<file path="src/tpw_params.svh">
// Constants for the 16-bit timer PWM generator: modes, fixed TOP values, field codes.
// Assumes inclusion by bare name from the package and the design modules.
`ifndef TPW_PARAMS_SVH
`define TPW_PARAMS_SVH

`define TPW_WGM_PC8      4'h1
`define TPW_WGM_PC9      4'h2
`define TPW_WGM_PC10     4'h3
`define TPW_WGM_FP8      4'h5
`define TPW_WGM_FP9      4'h6
`define TPW_WGM_FP10     4'h7
`define TPW_WGM_PC_CAP   4'ha
`define TPW_WGM_PC_CMPA  4'hb
`define TPW_WGM_FP_CAP   4'he
`define TPW_WGM_FP_CMPA  4'hf

`define TPW_TOP_8BIT     16'h00ff
`define TPW_TOP_9BIT     16'h01ff
`define TPW_TOP_10BIT    16'h03ff
`define TPW_MAX          16'hffff
`define TPW_BOTTOM       16'h0000
`define TPW_ONE          16'h0001

`define TPW_COM_OFF      2'h0
`define TPW_COM_TOGGLE   2'h1
`define TPW_COM_CLEAR    2'h2
`define TPW_COM_SET      2'h3

`define TPW_NCHAN        2

`endif

</file>
<file path="src/tpw_pkg.sv">
// Types shared by the timer PWM generator modules.
// Assumes tpw_params.svh is reachable by bare name.
`include "tpw_params.svh"

`default_nettype none

package tpw_pkg;

    typedef enum logic [1:0] {
        TPW_KIND_OFF  = 2'h0,
        TPW_KIND_FAST = 2'h1,
        TPW_KIND_PC   = 2'h2
    } tpw_kind_t;

    typedef enum logic [1:0] {
        TPW_TOP_FIXED = 2'h0,
        TPW_TOP_CAP   = 2'h1,
        TPW_TOP_CMPA  = 2'h2
    } tpw_topsrc_t;

    // Decoded mode handed from the main block to the channel units.
    typedef struct packed {
        tpw_kind_t   kind;
        tpw_topsrc_t topsrc;
        logic [15:0] fixed_mask;
    } tpw_mode_t;

    // Per-count event strobes, valid only with the timer tick.
    typedef struct packed {
        logic        tick;
        logic        at_top;
        logic        at_bottom;
        logic        counting_up;
        logic [15:0] count;
    } tpw_cnt_ev_t;

    typedef struct packed {
        logic [15:0] buf_val;
        logic [15:0] act_val;
        logic        wave;
    } tpw_chan_state_t;

endpackage : tpw_pkg

`default_nettype wire

</file>
<file path="src/tpw_chan.sv">
// One compare channel: buffered compare value, match detect and waveform level.
// Assumes event strobes from tpw_timer16_pwm, valid only together with the timer tick carried in ev.tick.
`include "tpw_params.svh"
`timescale 1ns/100ps
`default_nettype none

module tpw_chan (
    input  wire logic                 clk_sys,     // System clock, 125 MHz.
    input  wire logic                 rstn,        // Asynchronous reset, active low.
    input  wire tpw_pkg::tpw_mode_t   mode,        // Decoded waveform mode.
    input  wire tpw_pkg::tpw_cnt_ev_t ev,          // Counter events of this tick.
    input  wire logic [1:0]           action_mode, // Output action field.
    input  wire logic                 wr_en,       // Compare value write strobe.
    input  wire logic [15:0]          wr_data,     // Compare value write data.
    output logic [15:0]               act_value,   // Active compare value.
    output logic                      match,       // Match this tick, one cycle.
    output logic                      wave         // Waveform register level.
);
    tpw_pkg::tpw_chan_state_t s_q;
    tpw_pkg::tpw_chan_state_t s_d;
    logic                     hit;

    always_comb begin
        s_d = s_q;
        hit = ev.tick && mode.kind != tpw_pkg::TPW_KIND_OFF
              && (ev.count == s_q.act_val);
        if (wr_en) begin
            s_d.buf_val = wr_data & mode.fixed_mask;
        end
        if (ev.tick && ev.at_top && mode.kind != tpw_pkg::TPW_KIND_OFF) begin
            s_d.act_val = s_d.buf_val;
        end
        if (mode.kind == tpw_pkg::TPW_KIND_FAST && ev.tick) begin
            unique case (action_mode)
                `TPW_COM_TOGGLE: if (hit) s_d.wave = ~s_q.wave;
                `TPW_COM_CLEAR: begin
                    // Match wins over the wrap so that compare at TOP holds low.
                    if (hit) s_d.wave = 1'b0;
                    else if (ev.at_bottom) s_d.wave = 1'b1;
                end
                `TPW_COM_SET: begin
                    if (hit) s_d.wave = 1'b1;
                    else if (ev.at_bottom) s_d.wave = 1'b0;
                end
                default: s_d.wave = s_q.wave;
            endcase
        end else if (mode.kind == tpw_pkg::TPW_KIND_PC && ev.tick) begin
            unique case (action_mode)
                `TPW_COM_CLEAR: begin
                    if (hit) s_d.wave = ~ev.counting_up;
                    // Extreme values give steady levels.
                    if (s_q.act_val == `TPW_BOTTOM) s_d.wave = 1'b0;
                    else if (ev.at_top && hit) s_d.wave = 1'b1;
                end
                `TPW_COM_SET: begin
                    if (hit) s_d.wave = ev.counting_up;
                    if (s_q.act_val == `TPW_BOTTOM) s_d.wave = 1'b1;
                    else if (ev.at_top && hit) s_d.wave = 1'b0;
                end
                default: s_d.wave = s_q.wave;
            endcase
        end
    end

    always_ff @(posedge clk_sys or negedge rstn) begin
        if (!rstn) begin
            s_q <= '0;
        end else begin
            s_q <= s_d;
        end
    end

    assign act_value = s_q.act_val;
    assign match     = hit;
    assign wave      = s_q.wave;

endmodule : tpw_chan

`default_nettype wire

</file>
<file path="src/tpw_timer16_pwm.sv">
// 16-bit timer in fast PWM and phase correct PWM modes with two compare channels.
// Assumes a prescaled one-cycle tick from outside and synchronous control inputs.
`include "tpw_params.svh"
`timescale 1ns/100ps
`default_nettype none

// Notes on behaviour
// - Fixed TOP modes mask compare writes above active resolution to zero.
// - Capture TOP takes effect at once; below count means wrap through 0xFFFF.
// - Fast PWM compare writes go to buffer, loaded at TOP with overflow.
// - Fast PWM mode 2 clears on match, sets at wrap; 3 inverts.
// - Waveform reaches pin only when pin direction is output.
// - Fast PWM period is N times TOP plus one clock cycles.
// - Fast PWM compare zero gives spike; compare at TOP gives steady level.
// - Fast PWM channel A mode 1 toggles on match, buffering kept.
// - Modes 1,2,3,10,11 are phase correct, counting up then down.
// - Phase correct TOP is 0xFF, 0x1FF, 0x3FF, capture or compare A.
// - At TOP the counter holds one tick then reverses.
// - Register TOP supports resolutions from 2 up to 16 bits.
// - Phase correct sets overflow flag at every BOTTOM.
// - Phase correct loads buffers at TOP; sets compare A or capture flag.
// - Non-inverting phase correct clears on up match, sets on down match.
// - Phase correct mode 2 non-inverted, mode 3 inverted.
// - Phase correct period is 2 times N times TOP clock cycles.
// - Phase correct compare at BOTTOM steady low, at TOP steady high.
// - Compare flag set on every match; none when TOP below compare.
// - Modes 5,6,7,14,15 are fast PWM with matching TOP sources.
// - Fast PWM sets overflow at TOP, with compare A or capture flag.
module tpw_timer16_pwm (
    input  wire logic        clk_sys,                // System clock, 125 MHz.
    input  wire logic        rstn,                   // Asynchronous reset, active low.
    input  wire logic        timer_tick,             // Prescaled timer clock enable.
    input  wire logic [3:0]  waveform_mode_select,   // Waveform mode.
    input  wire logic [1:0]  output_action_mode_a,   // Channel A output action.
    input  wire logic [1:0]  output_action_mode_b,   // Channel B output action.
    input  wire logic        pin_direction_out_a,    // Pin A direction, 1 is output.
    input  wire logic        pin_direction_out_b,    // Pin B direction, 1 is output.
    input  wire logic        cmp_a_wr,               // Compare A write strobe.
    input  wire logic        cmp_b_wr,               // Compare B write strobe.
    input  wire logic        cap_top_wr,             // Capture register write strobe.
    input  wire logic [15:0] wr_data,                // Write data for the strobes.
    input  wire logic        flags_clr_ovf,          // Clear overflow flag.
    input  wire logic        flags_clr_cmp_a,        // Clear compare A flag.
    input  wire logic        flags_clr_cmp_b,        // Clear compare B flag.
    input  wire logic        flags_clr_cap,          // Clear capture flag.
    output logic [15:0]      timer_count,            // Current count.
    output logic [15:0]      compare_value_a,        // Active compare A.
    output logic [15:0]      compare_value_b,        // Active compare B.
    output logic [15:0]      capture_top_value,      // Capture register.
    output logic             overflow_flag,          // Sticky overflow flag.
    output logic             compare_flag_a,         // Sticky compare A flag.
    output logic             compare_flag_b,         // Sticky compare B flag.
    output logic             capture_flag,           // Sticky capture flag.
    output logic             wave_out_a,             // Pin A output data.
    output logic             wave_out_a_oe_n,        // Pin A enable, low drives.
    output logic             wave_out_b,             // Pin B output data.
    output logic             wave_out_b_oe_n         // Pin B enable, low drives.
);

    typedef struct packed {
        logic [15:0] count;
        logic        down;
        logic [15:0] cap_top;
        logic        ovf;
        logic        cf_a;
        logic        cf_b;
        logic        capf;
    } tpw_core_state_t;

    tpw_core_state_t       s_q;
    tpw_core_state_t       s_d;
    tpw_pkg::tpw_mode_t    mode;
    tpw_pkg::tpw_cnt_ev_t  ev;
    logic [15:0]           top;
    logic [15:0]           act_a;
    logic [15:0]           act_b;
    logic                  match_a;
    logic                  match_b;
    logic                  wave_a;
    logic                  wave_b;

    // Decodes the mode field into counting kind, TOP source and write mask.
    function automatic tpw_pkg::tpw_mode_t decode_mode(input logic [3:0] wgm);
        tpw_pkg::tpw_mode_t m;
        m.kind       = tpw_pkg::TPW_KIND_OFF;
        m.topsrc     = tpw_pkg::TPW_TOP_FIXED;
        m.fixed_mask = `TPW_MAX;
        unique case (wgm)
            `TPW_WGM_PC8, `TPW_WGM_PC9, `TPW_WGM_PC10,
            `TPW_WGM_PC_CAP, `TPW_WGM_PC_CMPA:
                m.kind = tpw_pkg::TPW_KIND_PC;
            `TPW_WGM_FP8, `TPW_WGM_FP9, `TPW_WGM_FP10,
            `TPW_WGM_FP_CAP, `TPW_WGM_FP_CMPA:
                m.kind = tpw_pkg::TPW_KIND_FAST;
            default: m.kind = tpw_pkg::TPW_KIND_OFF;
        endcase
        unique case (wgm)
            `TPW_WGM_PC8,  `TPW_WGM_FP8:  m.fixed_mask = `TPW_TOP_8BIT;
            `TPW_WGM_PC9,  `TPW_WGM_FP9:  m.fixed_mask = `TPW_TOP_9BIT;
            `TPW_WGM_PC10, `TPW_WGM_FP10: m.fixed_mask = `TPW_TOP_10BIT;
            `TPW_WGM_PC_CAP, `TPW_WGM_FP_CAP:   m.topsrc = tpw_pkg::TPW_TOP_CAP;
            `TPW_WGM_PC_CMPA, `TPW_WGM_FP_CMPA: m.topsrc = tpw_pkg::TPW_TOP_CMPA;
            default: m.fixed_mask = `TPW_MAX;
        endcase
        return m;
    endfunction : decode_mode

    assign mode = decode_mode(waveform_mode_select);

    // Register TOP allows any value from 0x0003 to full scale; the fixed mask
    // equals TOP in fixed modes.
    always_comb begin
        unique case (mode.topsrc)
            tpw_pkg::TPW_TOP_CAP:  top = s_q.cap_top;
            tpw_pkg::TPW_TOP_CMPA: top = act_a;
            default:               top = mode.fixed_mask;
        endcase
    end

    // A TOP below the count is never matched exactly, so the count runs to
    // full scale and wraps naturally, which is the documented hazard.
    always_comb begin
        ev.tick        = timer_tick;
        ev.count       = s_q.count;
        ev.counting_up = ~s_q.down;
        ev.at_top      = (s_q.count == top);
        if (mode.kind == tpw_pkg::TPW_KIND_FAST) begin
            ev.at_bottom = ev.at_top;
        end else begin
            ev.at_bottom = (s_q.count == `TPW_BOTTOM);
        end
    end

    always_comb begin
        s_d = s_q;
        if (cap_top_wr) begin
            s_d.cap_top = wr_data;
        end
        if (timer_tick && mode.kind == tpw_pkg::TPW_KIND_FAST) begin
            s_d.down = 1'b0;
            if (ev.at_top) begin
                s_d.count = `TPW_BOTTOM;
                s_d.ovf   = 1'b1;
            end else begin
                s_d.count = s_q.count + `TPW_ONE;
            end
        end else if (timer_tick && mode.kind == tpw_pkg::TPW_KIND_PC) begin
            if (ev.at_top && !s_q.down) begin
                // TOP is held for this tick and the count turns downward next.
                s_d.down  = 1'b1;
                s_d.count = s_q.count - `TPW_ONE;
            end else if (s_q.down && s_q.count == `TPW_BOTTOM) begin
                s_d.down  = 1'b0;
                s_d.count = s_q.count + `TPW_ONE;
            end else if (s_q.down) begin
                s_d.count = s_q.count - `TPW_ONE;
            end else begin
                s_d.count = s_q.count + `TPW_ONE;
            end
            if (s_q.count == `TPW_BOTTOM) begin
                s_d.ovf = 1'b1;
            end
        end
        // Clears act first so that a same-cycle event sets the flag again.
        if (flags_clr_ovf)   s_d.ovf  = 1'b0;
        if (flags_clr_cmp_a) s_d.cf_a = 1'b0;
        if (flags_clr_cmp_b) s_d.cf_b = 1'b0;
        if (flags_clr_cap)   s_d.capf = 1'b0;
        if (timer_tick && mode.kind == tpw_pkg::TPW_KIND_FAST && ev.at_top) begin
            s_d.ovf = 1'b1;
        end
        if (timer_tick && mode.kind == tpw_pkg::TPW_KIND_PC
            && s_q.count == `TPW_BOTTOM) begin
            s_d.ovf = 1'b1;
        end
        if (match_a) s_d.cf_a = 1'b1;
        if (match_b) s_d.cf_b = 1'b1;
        if (timer_tick && ev.at_top && mode.kind != tpw_pkg::TPW_KIND_OFF) begin
            if (mode.topsrc == tpw_pkg::TPW_TOP_CMPA) s_d.cf_a = 1'b1;
            if (mode.topsrc == tpw_pkg::TPW_TOP_CAP)  s_d.capf = 1'b1;
        end
    end

    always_ff @(posedge clk_sys or negedge rstn) begin
        if (!rstn) begin
            s_q <= '0;
        end else begin
            s_q <= s_d;
        end
    end

    tpw_chan u_chan_a (
        .clk_sys     (clk_sys),
        .rstn        (rstn),
        .mode        (mode),
        .ev          (ev),
        .action_mode (output_action_mode_a),
        .wr_en       (cmp_a_wr),
        .wr_data     (wr_data),
        .act_value   (act_a),
        .match       (match_a),
        .wave        (wave_a)
    );

    // Toggle is a channel A feature only, so channel B sees it as no action.
    tpw_chan u_chan_b (
        .clk_sys     (clk_sys),
        .rstn        (rstn),
        .mode        (mode),
        .ev          (ev),
        .action_mode ((output_action_mode_b == `TPW_COM_TOGGLE)
                      ? `TPW_COM_OFF : output_action_mode_b),
        .wr_en       (cmp_b_wr),
        .wr_data     (wr_data),
        .act_value   (act_b),
        .match       (match_b),
        .wave        (wave_b)
    );

    assign timer_count       = s_q.count;
    assign compare_value_a   = act_a;
    assign compare_value_b   = act_b;
    assign capture_top_value = s_q.cap_top;
    assign overflow_flag     = s_q.ovf;
    assign compare_flag_a    = s_q.cf_a;
    assign compare_flag_b    = s_q.cf_b;
    assign capture_flag      = s_q.capf;
    assign wave_out_a        = wave_a;
    assign wave_out_b        = wave_b;
    assign wave_out_a_oe_n   = ~pin_direction_out_a;
    assign wave_out_b_oe_n   = ~pin_direction_out_b;

endmodule : tpw_timer16_pwm

`default_nettype wire

</file>
<file path="config.mk">
export PLATFORM = sky130hd
export DESIGN_NAME = tpw_timer16_pwm
export DESIGN_NICKNAME = d
export VERILOG_FILES = /design/src/tpw_pkg.sv /design/src/tpw_chan.sv /design/src/tpw_timer16_pwm.sv
export VERILOG_INCLUDE_DIRS = /design/src
export SDC_FILE = /design/constraint.sdc
export NUM_CORES = 1
export LEC_CHECK = 0
export BUFFER_PORTS_ARGS = -buffer_cell sky130_fd_sc_hd__buf_2
export CAP_MARGIN = 20
export CORE_UTILIZATION = 25
export CTS_BUF_LIST = sky130_fd_sc_hd__clkbuf_4
export CTS_CLUSTER_DIAMETER = 30
export DETAILED_ROUTE_END_ITERATION = 6
export PLACE_DENSITY = 0.4
export SYNTH_ARGS = -nofsm -noshare
export SYNTH_HDL_FRONTEND = slang
export SYNTH_HIERARCHICAL = 1
export SYNTH_SLANG_ARGS = --single-unit
export TNS_END_PERCENT = 20
</file>
<file path="constraint.sdc">
create_clock -name clk_sys -period 2.9 [get_ports clk_sys]
set_clock_uncertainty 0.1 [all_clocks]
set_input_delay 0.145 -clock clk_sys [delete_from_list [all_inputs] [get_ports clk_sys]]
set_output_delay 0.145 -clock clk_sys [all_outputs]
set_load 0.005 [all_outputs]
</file>
==> impl_metrics.csv, run 1 <==
group,metric,value,unit
status,outcome,"finished, final reports clean",
clock_network,clk_latency,500,ps
run,max_cap_violations,0,
clock_network,cts_root_buf,"clkbuf_4",
routing,drt-total-wl,24750,um
finish,nets,926,
finish,fin_cells,1232,
worst_setup_path,r2r_end,"timer_count[7]$_DFFE_PN0P_",
die,rows,60,
power_and_ir_drop,power.internal,2466,uW
power_and_ir_drop,combPwrFrac,39.3,%
global_route,grt_pass1_vias,5924,
power_and_ir_drop,netSwitchingPower,1632,uW
power_and_ir_drop,pwr-share-clk,19.3,%
clock_network,clock_path_buffers,2,
worst_setup_path,max_stage_delay,470,ps
timing,period_minus_slack,2749,ps
place,port_buffers,107,
worst_setup_path,cp_cell_sequence,"or3_1, or3_4, nor3_4, nor2_1, nor2_1, nor2_1, a221oi_2, a21oi_1",
power_and_ir_drop,power,4099,uW
worst_setup_path,startpoint_type,"flip-flop",
clock_network,cts_made_buffers,9,
synth,synth_cells,737,
finish,fin_area,8459,um2
die,die_area,28180,um2
worst_setup_path,path_max_fanout,7,
power_and_ir_drop,swShare,39.82,%
timing,fin_tns_setup,0,ps
worst_setup_path,slowest_stage,"nor2_1",
synth,synth_warnings,6,
power_and_ir_drop,peakVddDrop,0.1989,mV
power_and_ir_drop,powerDensity,484.5,nW/um2
worst_hold_path,min_path_cells,5,
place,placed_cell_area,8083,um2
global_route,grt-ovfl-total,0,
worst_setup_path,rr_worst_depth,8,
clock_network,path_clk_slew,200,ps
place,dp_hpwl,18920,um
routing,drtIter0Drc,403,
timing,maxSlewHeadroom,55.13,%
synth,netlist_area,6878,um2
timing,slew_violations,0,
die,fp.dieW,167.9,um
synth,syn_area_per_cell,9.332,um2
power_and_ir_drop,power_leakage,0.003930,uW
worst_hold_path,worstHoldStart,"output_action_mode_a[1]",
worst_hold_path,hold_end,"u_chan_a/wave$_DFFE_PN0P_",
timing,fmax,363.8,MHz
timing,setup_violations,0,
global_route,grt_max_degree,56,
worst_setup_path,path_buf_inv,0,
global_route,track_usage,17.88,%
finish,area_delta_synth_final,22.99,%
clock_network,clkSinkCount,103,
routing,drc,0,
routing,vias,5980,
timing,hold_viol,0,
worst_hold_path,hp-class,"in -> reg",
routing,first_pass_iters,5,
worst_setup_path,required,3200,ps
timing,worstMarginPinSlew,673.0,ps
global_route,grt_first_pass_wirelength,37830,um
die,dieHeight,167.9,um
die,start_util,25.52,%
finish,utilization,31.39,%
worst_setup_path,timing.rr.start,"timer_count[10]$_DFFE_PN0P_",
worst_setup_path,cp.arrival,3050,ps
worst_setup_path,ff2ff_setup_slack,150,ps
die,io_pins,108,
global_route,antenna_found_initial,1,
timing,rsz0062_at_grt,"false",
worst_setup_path,cp-end-kind,"flip-flop",
power_and_ir_drop,seq_power_share,41.4,%
place,dpl.cell_count,1191,
routing,wire_per_inst,20.09,um
clock_network,cts_tree,"built",
worst_setup_path,cpMostUsedCell,"nor2_1",
clock_network,htreeDepth,3,
clock_network,cts_setup_buffers,0,
place,gp_congestion,0.8269,
timing,fin_crit_sh,94.79,%
routing,ant_nets,0,
worst_setup_path,critPathTopFamily,"simple AND/OR/NAND/NOR gates",
routing,routed_via_density,4.854,
worst_setup_path,worstSetupPathType,"reg -> reg",
die,core_area,26950,um2
finish,layout-drive-gt1-share,34.83,%
==> stage by stage <==
stage	setup WS, ps	hold slack, ps
after floorplan	-176.9	-250.6
after global placement	-218.3	137.5
after detailed placement	-254.2	126.7
after CTS	188.9	26.01
after global routing	8.249	36.08
final	151.1	60.91
==> flip-flops by register name (all words and copies together), names as in the netlist <==
register and flops:
s_q 1, compare_flag_a 1, timer_count 16, u_chan_a/s_q 16
compare_flag_b 1, u_chan_b/s_q 16, overflow_flag 1, u_chan_b/act_value 16
u_chan_a/wave 1, u_chan_a/act_value 16, capture_flag 1, u_chan_b/wave 1
capture_top_value 16
==> routing by layer <==
metal | GRT usage, % | part of all wire [%] | wire length [um]
met5 | 0 | 0 | 0
met4 | 4.228 | 1.3 | 325
met3 | 1.998 | 4.2 | 1042
met2 | 27.50 | 44 | 10840
met1 | 26.51 | 51 | 12540
==> power groups by stage <==
stage	sequential (uW)	combinational [uW]	clock, uW
4_1_cts	1700	1620	842
3_3_place_gp	1730	1590	0
2_1_floorplan	1710	927	0
6_report	1690	1610	791
3_5_place_dp	1730	1590	0
5_1_grt	1710	1760	892
==> cell usage in the layout (no fill, tap or decap), types with 4 or more instances in the layout <==
master / count
mux2_2: 50
nor2_1: 32
nand3_1: 48
and2_1: 4
nor3_1: 10
mux2i_1: 4
dlygate4sd3_1: 24
o21ai_0: 51
xor2_1: 12
o211ai_1: 5
nor4_1: 14
xnor2_1: 37
clkbuf_4: 10
nor2b_1: 7
buf_2: 106
nand3b_1: 5
a22oi_1: 6
inv_1: 55
or3_1: 9
nand2b_1: 6
a21oi_1: 14
inv_6: 4
nand4_1: 13
buf_12: 5
dfrtp_1: 102
conb_1: 16
and3_1: 10
a221oi_2: 8
buf_4: 85
nand2_1: 33
o21a_1: 4
nor4_2: 5
a211o_1: 4
==> final cells by class <==
type	instances	area [um2]
clock buffer	10	75.07
clock inverter	6	57.56
timing repair buffer	220	1509
antenna	1	2.502
sequential	103	2579
fill	2826	18490
inverter	56	212.7
tap	341	426.7
multi-input combinational	495	3597
==> how the worst max path moves through the flow <==
stage / startpoint / endpoint / slack, ps / depth (start not counted)
after floorplan: waveform_mode_select[1] / u_chan_a/wave$_DFFE_PN0P_ / -180 / 17
final: timer_count[10]$_DFFE_PN0P_ / timer_count[7]$_DFFE_PN0P_ / 150 / 8
after global routing: timer_count[0]$_DFFE_PN0P_ / timer_count[7]$_DFFE_PN0P_ / 8 / 10
after CTS: timer_count[10]$_DFFE_PN0P_ / timer_count[7]$_DFFE_PN0P_ / 190 / 8
after global placement: waveform_mode_select[3] / u_chan_a/wave$_DFFE_PN0P_ / -220 / 14
after detailed placement: waveform_mode_select[3] / u_chan_a/wave$_DFFE_PN0P_ / -250 / 16
==> worst register-to-register path, stage by stage (launching register included) <==
cell and delay (ps):
dfrtp_1 410, or3_1 410, or3_4 360, nor3_4 240
nor2_1 90, nor2_1 470, nor2_1 210, a221oi_2 280
a21oi_1 80
==> repair_timing <==
item / CTS / global route
endpoints found under the hold margin: 119 / 0
hold buffers: 24 / 0
setup endpoints to repair: 0 / 1
gates resized for setup: 0 / 1
Power figures use the tool's default switching activity.
==> run 2: changes to the inputs <==
--- a/config.mk
+++ b/config.mk
@@ -12,9 +12,7 @@
 export CTS_BUF_LIST = sky130_fd_sc_hd__clkbuf_4
 export CTS_CLUSTER_DIAMETER = 30
 export DETAILED_ROUTE_END_ITERATION = 6
-export PLACE_DENSITY = 0.4
 export SYNTH_ARGS = -nofsm -noshare
 export SYNTH_HDL_FRONTEND = slang
-export SYNTH_HIERARCHICAL = 1
 export SYNTH_SLANG_ARGS = --single-unit
 export TNS_END_PERCENT = 20
==> run 2 against run 1 <==
Against the previous run:
- cell area shrank 2.7%
- synthesized area decreased by 3.7%
- non-clock buffer count rose by 3
- via count shrank 4.6%
- register-to-register slack worse by 80 ps
- flip-flop and latch count unchanged
- clock-buffer cell count down 1
- critical path type unchanged
- highest routed layer unchanged
==> impl_metrics.csv, run 2 <==
group,metric,value,unit
timing,period_minus_slack,2828,ps
timing,worst_slack,71.59,ps
die,io_pins,108,
global_route,use_met3,3.591,%
synth,yosysUniqueCellTypes,60,
die,die_area,27150,um2
synth,synth_common_cells,"dfrtp_1 (103), mux2_2 (74), buf_4 (65)",
global_route,gr-usage-met2,24.96,%
timing,rsz0062_at_grt,"true",
global_route,grt_first_pass_wirelength,32820,um
synth,seq_area_frac_synth,38.92,%
power_and_ir_drop,power.internal,2395,uW
routing,wire_per_inst,18.88,um
place,dp_slack,-460.5,ps
worst_setup_path,timing.rr.start,"capture_top_value[5]$_DFFE_PN0P_",
clock_network,htreeDepth,3,
timing,hold_viol,0,
synth,synth.ff_latch_count,103,
synth,synth_area_leaders,"dfrtp_1 (39%), mux2_2 (13%), buf_4 (7.4%), xnor2_1 (4.8%), nand3_1 (2.7%)",
global_route,use_met1,21.78,%
synth,netlist_area,6623,um2
global_route,grt_busiest_layer,"met2",
worst_setup_path,crit_end,"timer_count[8]$_DFFE_PN0N_",
global_route,antenna_found_initial,1,
place,placed_cell_area,7596,um2
worst_setup_path,cp_cell_sequence,"a221oi_2, o32a_1, and4_1, nand4_4, buf_4, nor3_2, buf_4, buf_6, mux2_2, nor2_1, o32a_1",
worst_setup_path,path_buf_inv,3,
clock_network,clkSinkCount,103,
worst_setup_path,required,3260,ps
worst_setup_path,rr_worst_depth,11,
synth,synth_cells,678,
global_route,grt-ovfl-total,0,
synth,synth_top_cell_by_area,"dfrtp_1",
worst_setup_path,cp.arrival,3190,ps
timing,setup_violations,0,
worst_setup_path,ff2ff_setup_slack,70,ps
worst_setup_path,worstSetupPathType,"reg -> reg",
routing,vias,5707,
clock_network,clock_path_buffers,2,
clock_network,cts_made_buffers,9,
finish,nets,845,
clock_network,cts_tree,"built",
routing,ant_nets,0,
timing,worstMarginPinSlew,720.8,ps
finish,fill_cells,2684,
place,port_buffers,107,
synth,yosys.cell_count.top_type,"dfrtp_1",
synth,synth_warnings,0,
worst_setup_path,r2r_end,"timer_count[8]$_DFFE_PN0N_",
die,start_util,25.41,%
routing,routed_via_density,4.984,
finish,fin_area,8230,um2
die,core_area,26060,um2
power_and_ir_drop,seq_power_share,43.6,%
synth,synthFlopType,"dfrtp_1",
synth,synth_nets,719,
power_and_ir_drop,power,3873,uW
worst_setup_path,max_stage_delay,490,ps
finish,final_cell_mix,"buf_2 (106), dfrtp_1 (97), buf_4 (89)",
worst_setup_path,cp-end-kind,"flip-flop",
worst_setup_path,startpoint_type,"flip-flop",
power_and_ir_drop,combPwrFrac,35.5,%
power_and_ir_drop,swShare,38.15,%
status,outcome,"finished, final reports clean",
synth,synthArstFlopShare,100.0,%
global_route,grt_max_degree,50,
worst_setup_path,slowest_stage,"dfrtp_1",
worst_setup_path,critPathTopFamily,"compound AO/OA/AOI/OAI gates",
finish,area_delta_synth_final,24.28,%
timing,fmax,353.6,MHz
finish,fin_cells,1145,
timing,maxSlewHeadroom,51.44,%
power_and_ir_drop,netSwitchingPower,1477,uW
global_route,grt_pass1_vias,5557,
worst_setup_path,path_max_fanout,7,
finish,layout-drive-gt1-share,40.42,%
die,dieHeight,164.8,um
routing,drt-total-wl,21620,um
timing,fin_crit_sh,97.53,%
timing,slew_violations,0,
clock_network,path_clk_slew,200,ps
synth,synth-edff-count,0,
place,dpl.cell_count,1093,
clock_network,cts_root_buf,"clkbuf_4",
place,gp_congestion,0.9095,
worst_setup_path,crit_cells,11,
routing,drc,0,
power_and_ir_drop,powerDensity,470.5,nW/um2
global_route,track_usage,16.05,%
synth,synth_top_area_share,38.92,%
die,rows,59,
synth,syn_area_per_cell,9.768,um2
finish,layout_commonest_cell,"buf_2",
routing,first_pass_iters,5,
timing,fin_tns_setup,0,ps
clock_network,clk_latency,510,ps
routing,drtIter0Drc,440,
die,fp.dieW,164.8,um
power_and_ir_drop,pwr-share-clk,20.9,%
worst_hold_path,hp-class,"in -> reg",
power_and_ir_drop,power_leakage,0.003654,uW
run,max_cap_violations,0,
power_and_ir_drop,peakVddDrop,0.2105,mV
place,dp_hpwl,16210,um
worst_setup_path,startpoint,"capture_top_value[5]$_DFFE_PN0P_",
## run 2: power groups by stage
stage                     clock network (uW)  registers [uW]  logic, uW
final                                    810            1690       1370
after global routing                     907            1710       1490
after CTS                                850            1690       1300
after detailed placement                   0            1710       1270
after global placement                     0            1710       1250
after floorplan                            0            1660        908
## run 2: stage by stage
| stage | hold slack (ps) | util (%) |
|---|---|---|
| 2_1_floorplan | -250.6 | - |
| 3_3_place_gp | 141.7 | 29.15 |
| 3_5_place_dp | 144.2 | 29.15 |
| 4_1_cts | 36.73 | 30.72 |
| 5_1_grt | 72.24 | 31.58 |
| 6_report | 64.58 | 31.58 |
## run 2: cells by family after synthesis
logic type	count (synthesis)	synth area share [%]
multiplexers	84	14.15
flip-flops	103	38.92
XOR/XNOR	48	6.348
adder cells (fa/ha/maj)	5	0.9446
AND/OR/NAND/NOR	193	16.08
buffers and inverters	134	11.56
AO/OA/AOI/OAI	111	12.00
## run 2: what timing repair did
action | 4_1_cts | 5_1_grt
endpoints found under the hold margin | 128 | 0
endpoints found under the setup margin | 0 | 30
hold buffers | 25 | 0
buffers inserted | 0 | 10
resized for setup | 0 | 29
## run 2: area by class of cell
cell class	count	area [um2]	share of cell area, %
antenna	1	2.502	0.03040
clock buffer	9	67.56	0.8209
clock inverter	7	91.34	1.110
inverter	26	97.59	1.186
multi-input combinational	441	3476	42.23
sequential	103	2585	31.41
tap	335	419.2	5.093
timing repair buffer	223	1491	18.12
## run 2: worst min-delay path, delay by kind of cell
kind	cells	cell delay [ps]
simple gates	1	160
compound gates	1	90
buf+inv	1	260
## run 2: how the worst min path moves through the flow
stage | start | to | slack (ps) | depth (start not counted)
2_1_floorplan | rstn | capture_flag$_DFF_PN0_ | -250 | 0
6_report | cmp_a_wr | u_chan_a.s_q[27]$_DFF_PN0_ | 60 | 3
4_1_cts | cmp_a_wr | u_chan_a.s_q[27]$_DFF_PN0_ | 40 | 3
5_1_grt | cap_top_wr | capture_top_value[10]$_DFFE_PN0P_ | 70 | 2
3_3_place_gp | rstn | u_chan_a.wave$_DFFE_PN0P_ | 140 | 1
3_5_place_dp | rstn | u_chan_a.wave$_DFFE_PN0P_ | 140 | 1
## run 2: routing by layer
metal  part of all wire, %  wire [um]  up-vias
met5                     0          0        -
met1                    45       9797     2860
met4                   1.6        353        0
met2                    46       9991      196
met3                   6.8       1474       25
li1                      -          -     2626
==> run 3: changes to the inputs <==
--- a/config.mk
+++ b/config.mk
@@ -12,6 +12,8 @@
 export CTS_BUF_LIST = sky130_fd_sc_hd__clkbuf_4
 export CTS_CLUSTER_DIAMETER = 30
 export DETAILED_ROUTE_END_ITERATION = 6
+export MAX_ROUTING_LAYER = met4
+export RECOVER_POWER = 50
 export SYNTH_ARGS = -nofsm -noshare
 export SYNTH_HDL_FRONTEND = slang
 export SYNTH_SLANG_ARGS = --single-unit
==> run 3 against run 2 <==
Against the previous run:
- non-clock buffer count is 8 lower
- routed wire length shrank 2.3%
- critical path depth down 3
- worst hold slack worse by 12 ps
- critical path type unchanged
==> impl_metrics.csv, run 3 (same netlist as run 2, synthesis figures left out) <==
group,metric,value,unit
status,outcome,"finished, final reports clean",
worst_setup_path,startpoint,"u_chan_a.act_value[1]$_DFFE_PN0N_",
routing,routed_via_density,4.876,
place,dpl.cell_count,1090,
routing,wire_per_inst,18.57,um
worst_setup_path,rr_worst_depth,8,
routing,first_pass_iters,5,
timing,fin_crit_sh,96.56,%
die,die_area,27150,um2
die,core_area,26060,um2
power_and_ir_drop,power_leakage,0.003599,uW
routing,drt-total-wl,21110,um
worst_setup_path,cp_cell_sequence,"a221oi_2, xnor2_1, nor4_4, nand4_4, buf_4, nor4_4, buf_12, mux2_2",
finish,final_cell_mix,"buf_2 (104), dfrtp_1 (100), buf_4 (75)",
worst_setup_path,path_buf_inv,2,
finish,fill_cells,2701,
global_route,antenna_found_initial,1,
worst_setup_path,timing.rr.start,"u_chan_a.act_value[1]$_DFFE_PN0N_",
worst_setup_path,worstSetupPathType,"reg -> reg",
routing,vias,5544,
clock_network,path_clk_slew,200,ps
place,gp_congestion,0.8990,
timing,period_minus_slack,2800,ps
die,rows,59,
worst_setup_path,slowest_stage,"dfrtp_1",
finish,area_delta_synth_final,22.77,%
die,dieHeight,164.8,um
routing,ant_nets,0,
clock_network,cts_root_buf,"clkbuf_4",
finish,fin_cells,1137,
clock_network,htreeDepth,3,
routing,drtIter0Drc,368,
clock_network,clk_latency,510,ps
worst_setup_path,crit_cells,8,
timing,setup_violations,0,
worst_setup_path,critPathTopFamily,"simple AND/OR/NAND/NOR gates",
finish,layout_commonest_cell,"buf_2",
die,io_pins,108,
worst_setup_path,cp.arrival,3120,ps
power_and_ir_drop,power,3825,uW
timing,timing.hold.ws,52.18,ps
worst_setup_path,crit_end,"u_chan_a.act_value[0]$_DFFE_PN0N_",
worst_setup_path,cpMostUsedCell,"nor4_4",
place,dp_hpwl,15900,um
clock_network,cts_tree,"built",
clock_network,clkSinkCount,103,
timing,worstMarginPinSlew,1494,ps
timing,maxSlewHeadroom,0.4067,%
global_route,grt_first_pass_wirelength,32390,um
timing,slew_violations,0,
global_route,track_usage,16.38,%
worst_setup_path,ff2ff_setup_slack,100,ps
worst_setup_path,path_max_fanout,21,
worst_setup_path,cp-end-kind,"flip-flop",
global_route,grt_pass1_vias,5420,
power_and_ir_drop,powerDensity,470.4,nW/um2
timing,fin_tns_setup,0,ps
timing,fmax,357.1,MHz
clock_network,clock_path_buffers,2,
finish,nets,837,
clock_network,cts_made_buffers,9,
timing,hold_viol,0,
global_route,grt_max_degree,104,
worst_setup_path,r2r_end,"u_chan_a.act_value[0]$_DFFE_PN0N_",
finish,layout-drive-gt1-share,38.20,%
global_route,grt-ovfl-total,0,
run,max_cap_violations,0,
worst_hold_path,hp-class,"in -> reg",
place,port_buffers,107,
worst_setup_path,startpoint_type,"flip-flop",
worst_setup_path,max_stage_delay,510,ps
routing,drc,0,
die,fp.dieW,164.8,um
die,start_util,25.41,%
power_and_ir_drop,peakVddDrop,0.1769,mV
worst_setup_path,required,3220,ps
[run 3: metrics by stage]
stage / worst slack [ps] / instance area [um2] / utilization, %
floorplan: -297.0 / 6733 / -
finish: 99.90 / 8130 / 31.20
global placement: -410.4 / 7599 / 29.16
global route: -12.63 / 8130 / 31.20
CTS: 34.45 / 8008 / 30.73
detailed placement: -454.6 / 7599 / 29.16
[run 3: cell type report]
class,count,area (um2),share of cell area (%)
Clock inverter,7,91.34,1.123
Timing Repair Buffer,215,1430,17.59
Inverter,26,97.59,1.200
Multi-Input combinational cell,441,3441,42.32
Tap cell,335,419.2,5.155
Sequential cell,103,2581,31.75
Clock buffer,9,67.56,0.8310
Antenna cell,1,2.502,0.03078
[run 3: routing by layer]
metal / track usage [%] / wire length [um]
met5: - / 0
met4: 5.046 / 381
met3: 3.265 / 1307
met2: 25.04 / 9713
met1: 21.71 / 9707
[run 3: worst min path at each step]
stage	start	endpoint	slack, ps	depth (start not counted)
6_report	cmp_a_wr	u_chan_a.s_q[27]$_DFF_PN0_	50	3
5_1_grt	cap_top_wr	capture_top_value[2]$_DFFE_PN0P_	60	2
4_1_cts	cmp_a_wr	u_chan_a.s_q[27]$_DFF_PN0_	10	3
3_5_place_dp	rstn	compare_flag_b$_DFFE_PN0P_	160	2
3_3_place_gp	rstn	u_chan_a.wave$_DFFE_PN0P_	160	2
2_1_floorplan	rstn	capture_flag$_DFF_PN0_	-250	0
[run 3: tightest hold or removal path, cell delays in order]
cell and delay, ps:
buf_2 260, nand3_1 140, o21ai_0 90
[run 3: power by group]
part           leakage [uW]  switching [uW]  internal [uW]
Sequential          0.00129             118           1560
Clock             0.0000826             601            217
Combinational       0.00223             740            584
[run 3: what timing repair did]
| action | CTS | global route |
|---|---|---|
| hold endpoints to repair | 183 | 0 |
| setup buffers | 0 | 5 |
| hold buffers | 25 | 0 |
| endpoints found under the setup margin | 1 | 47 |
| pin swaps | 1 | 5 |
| gates resized for setup | 0 | 19 |
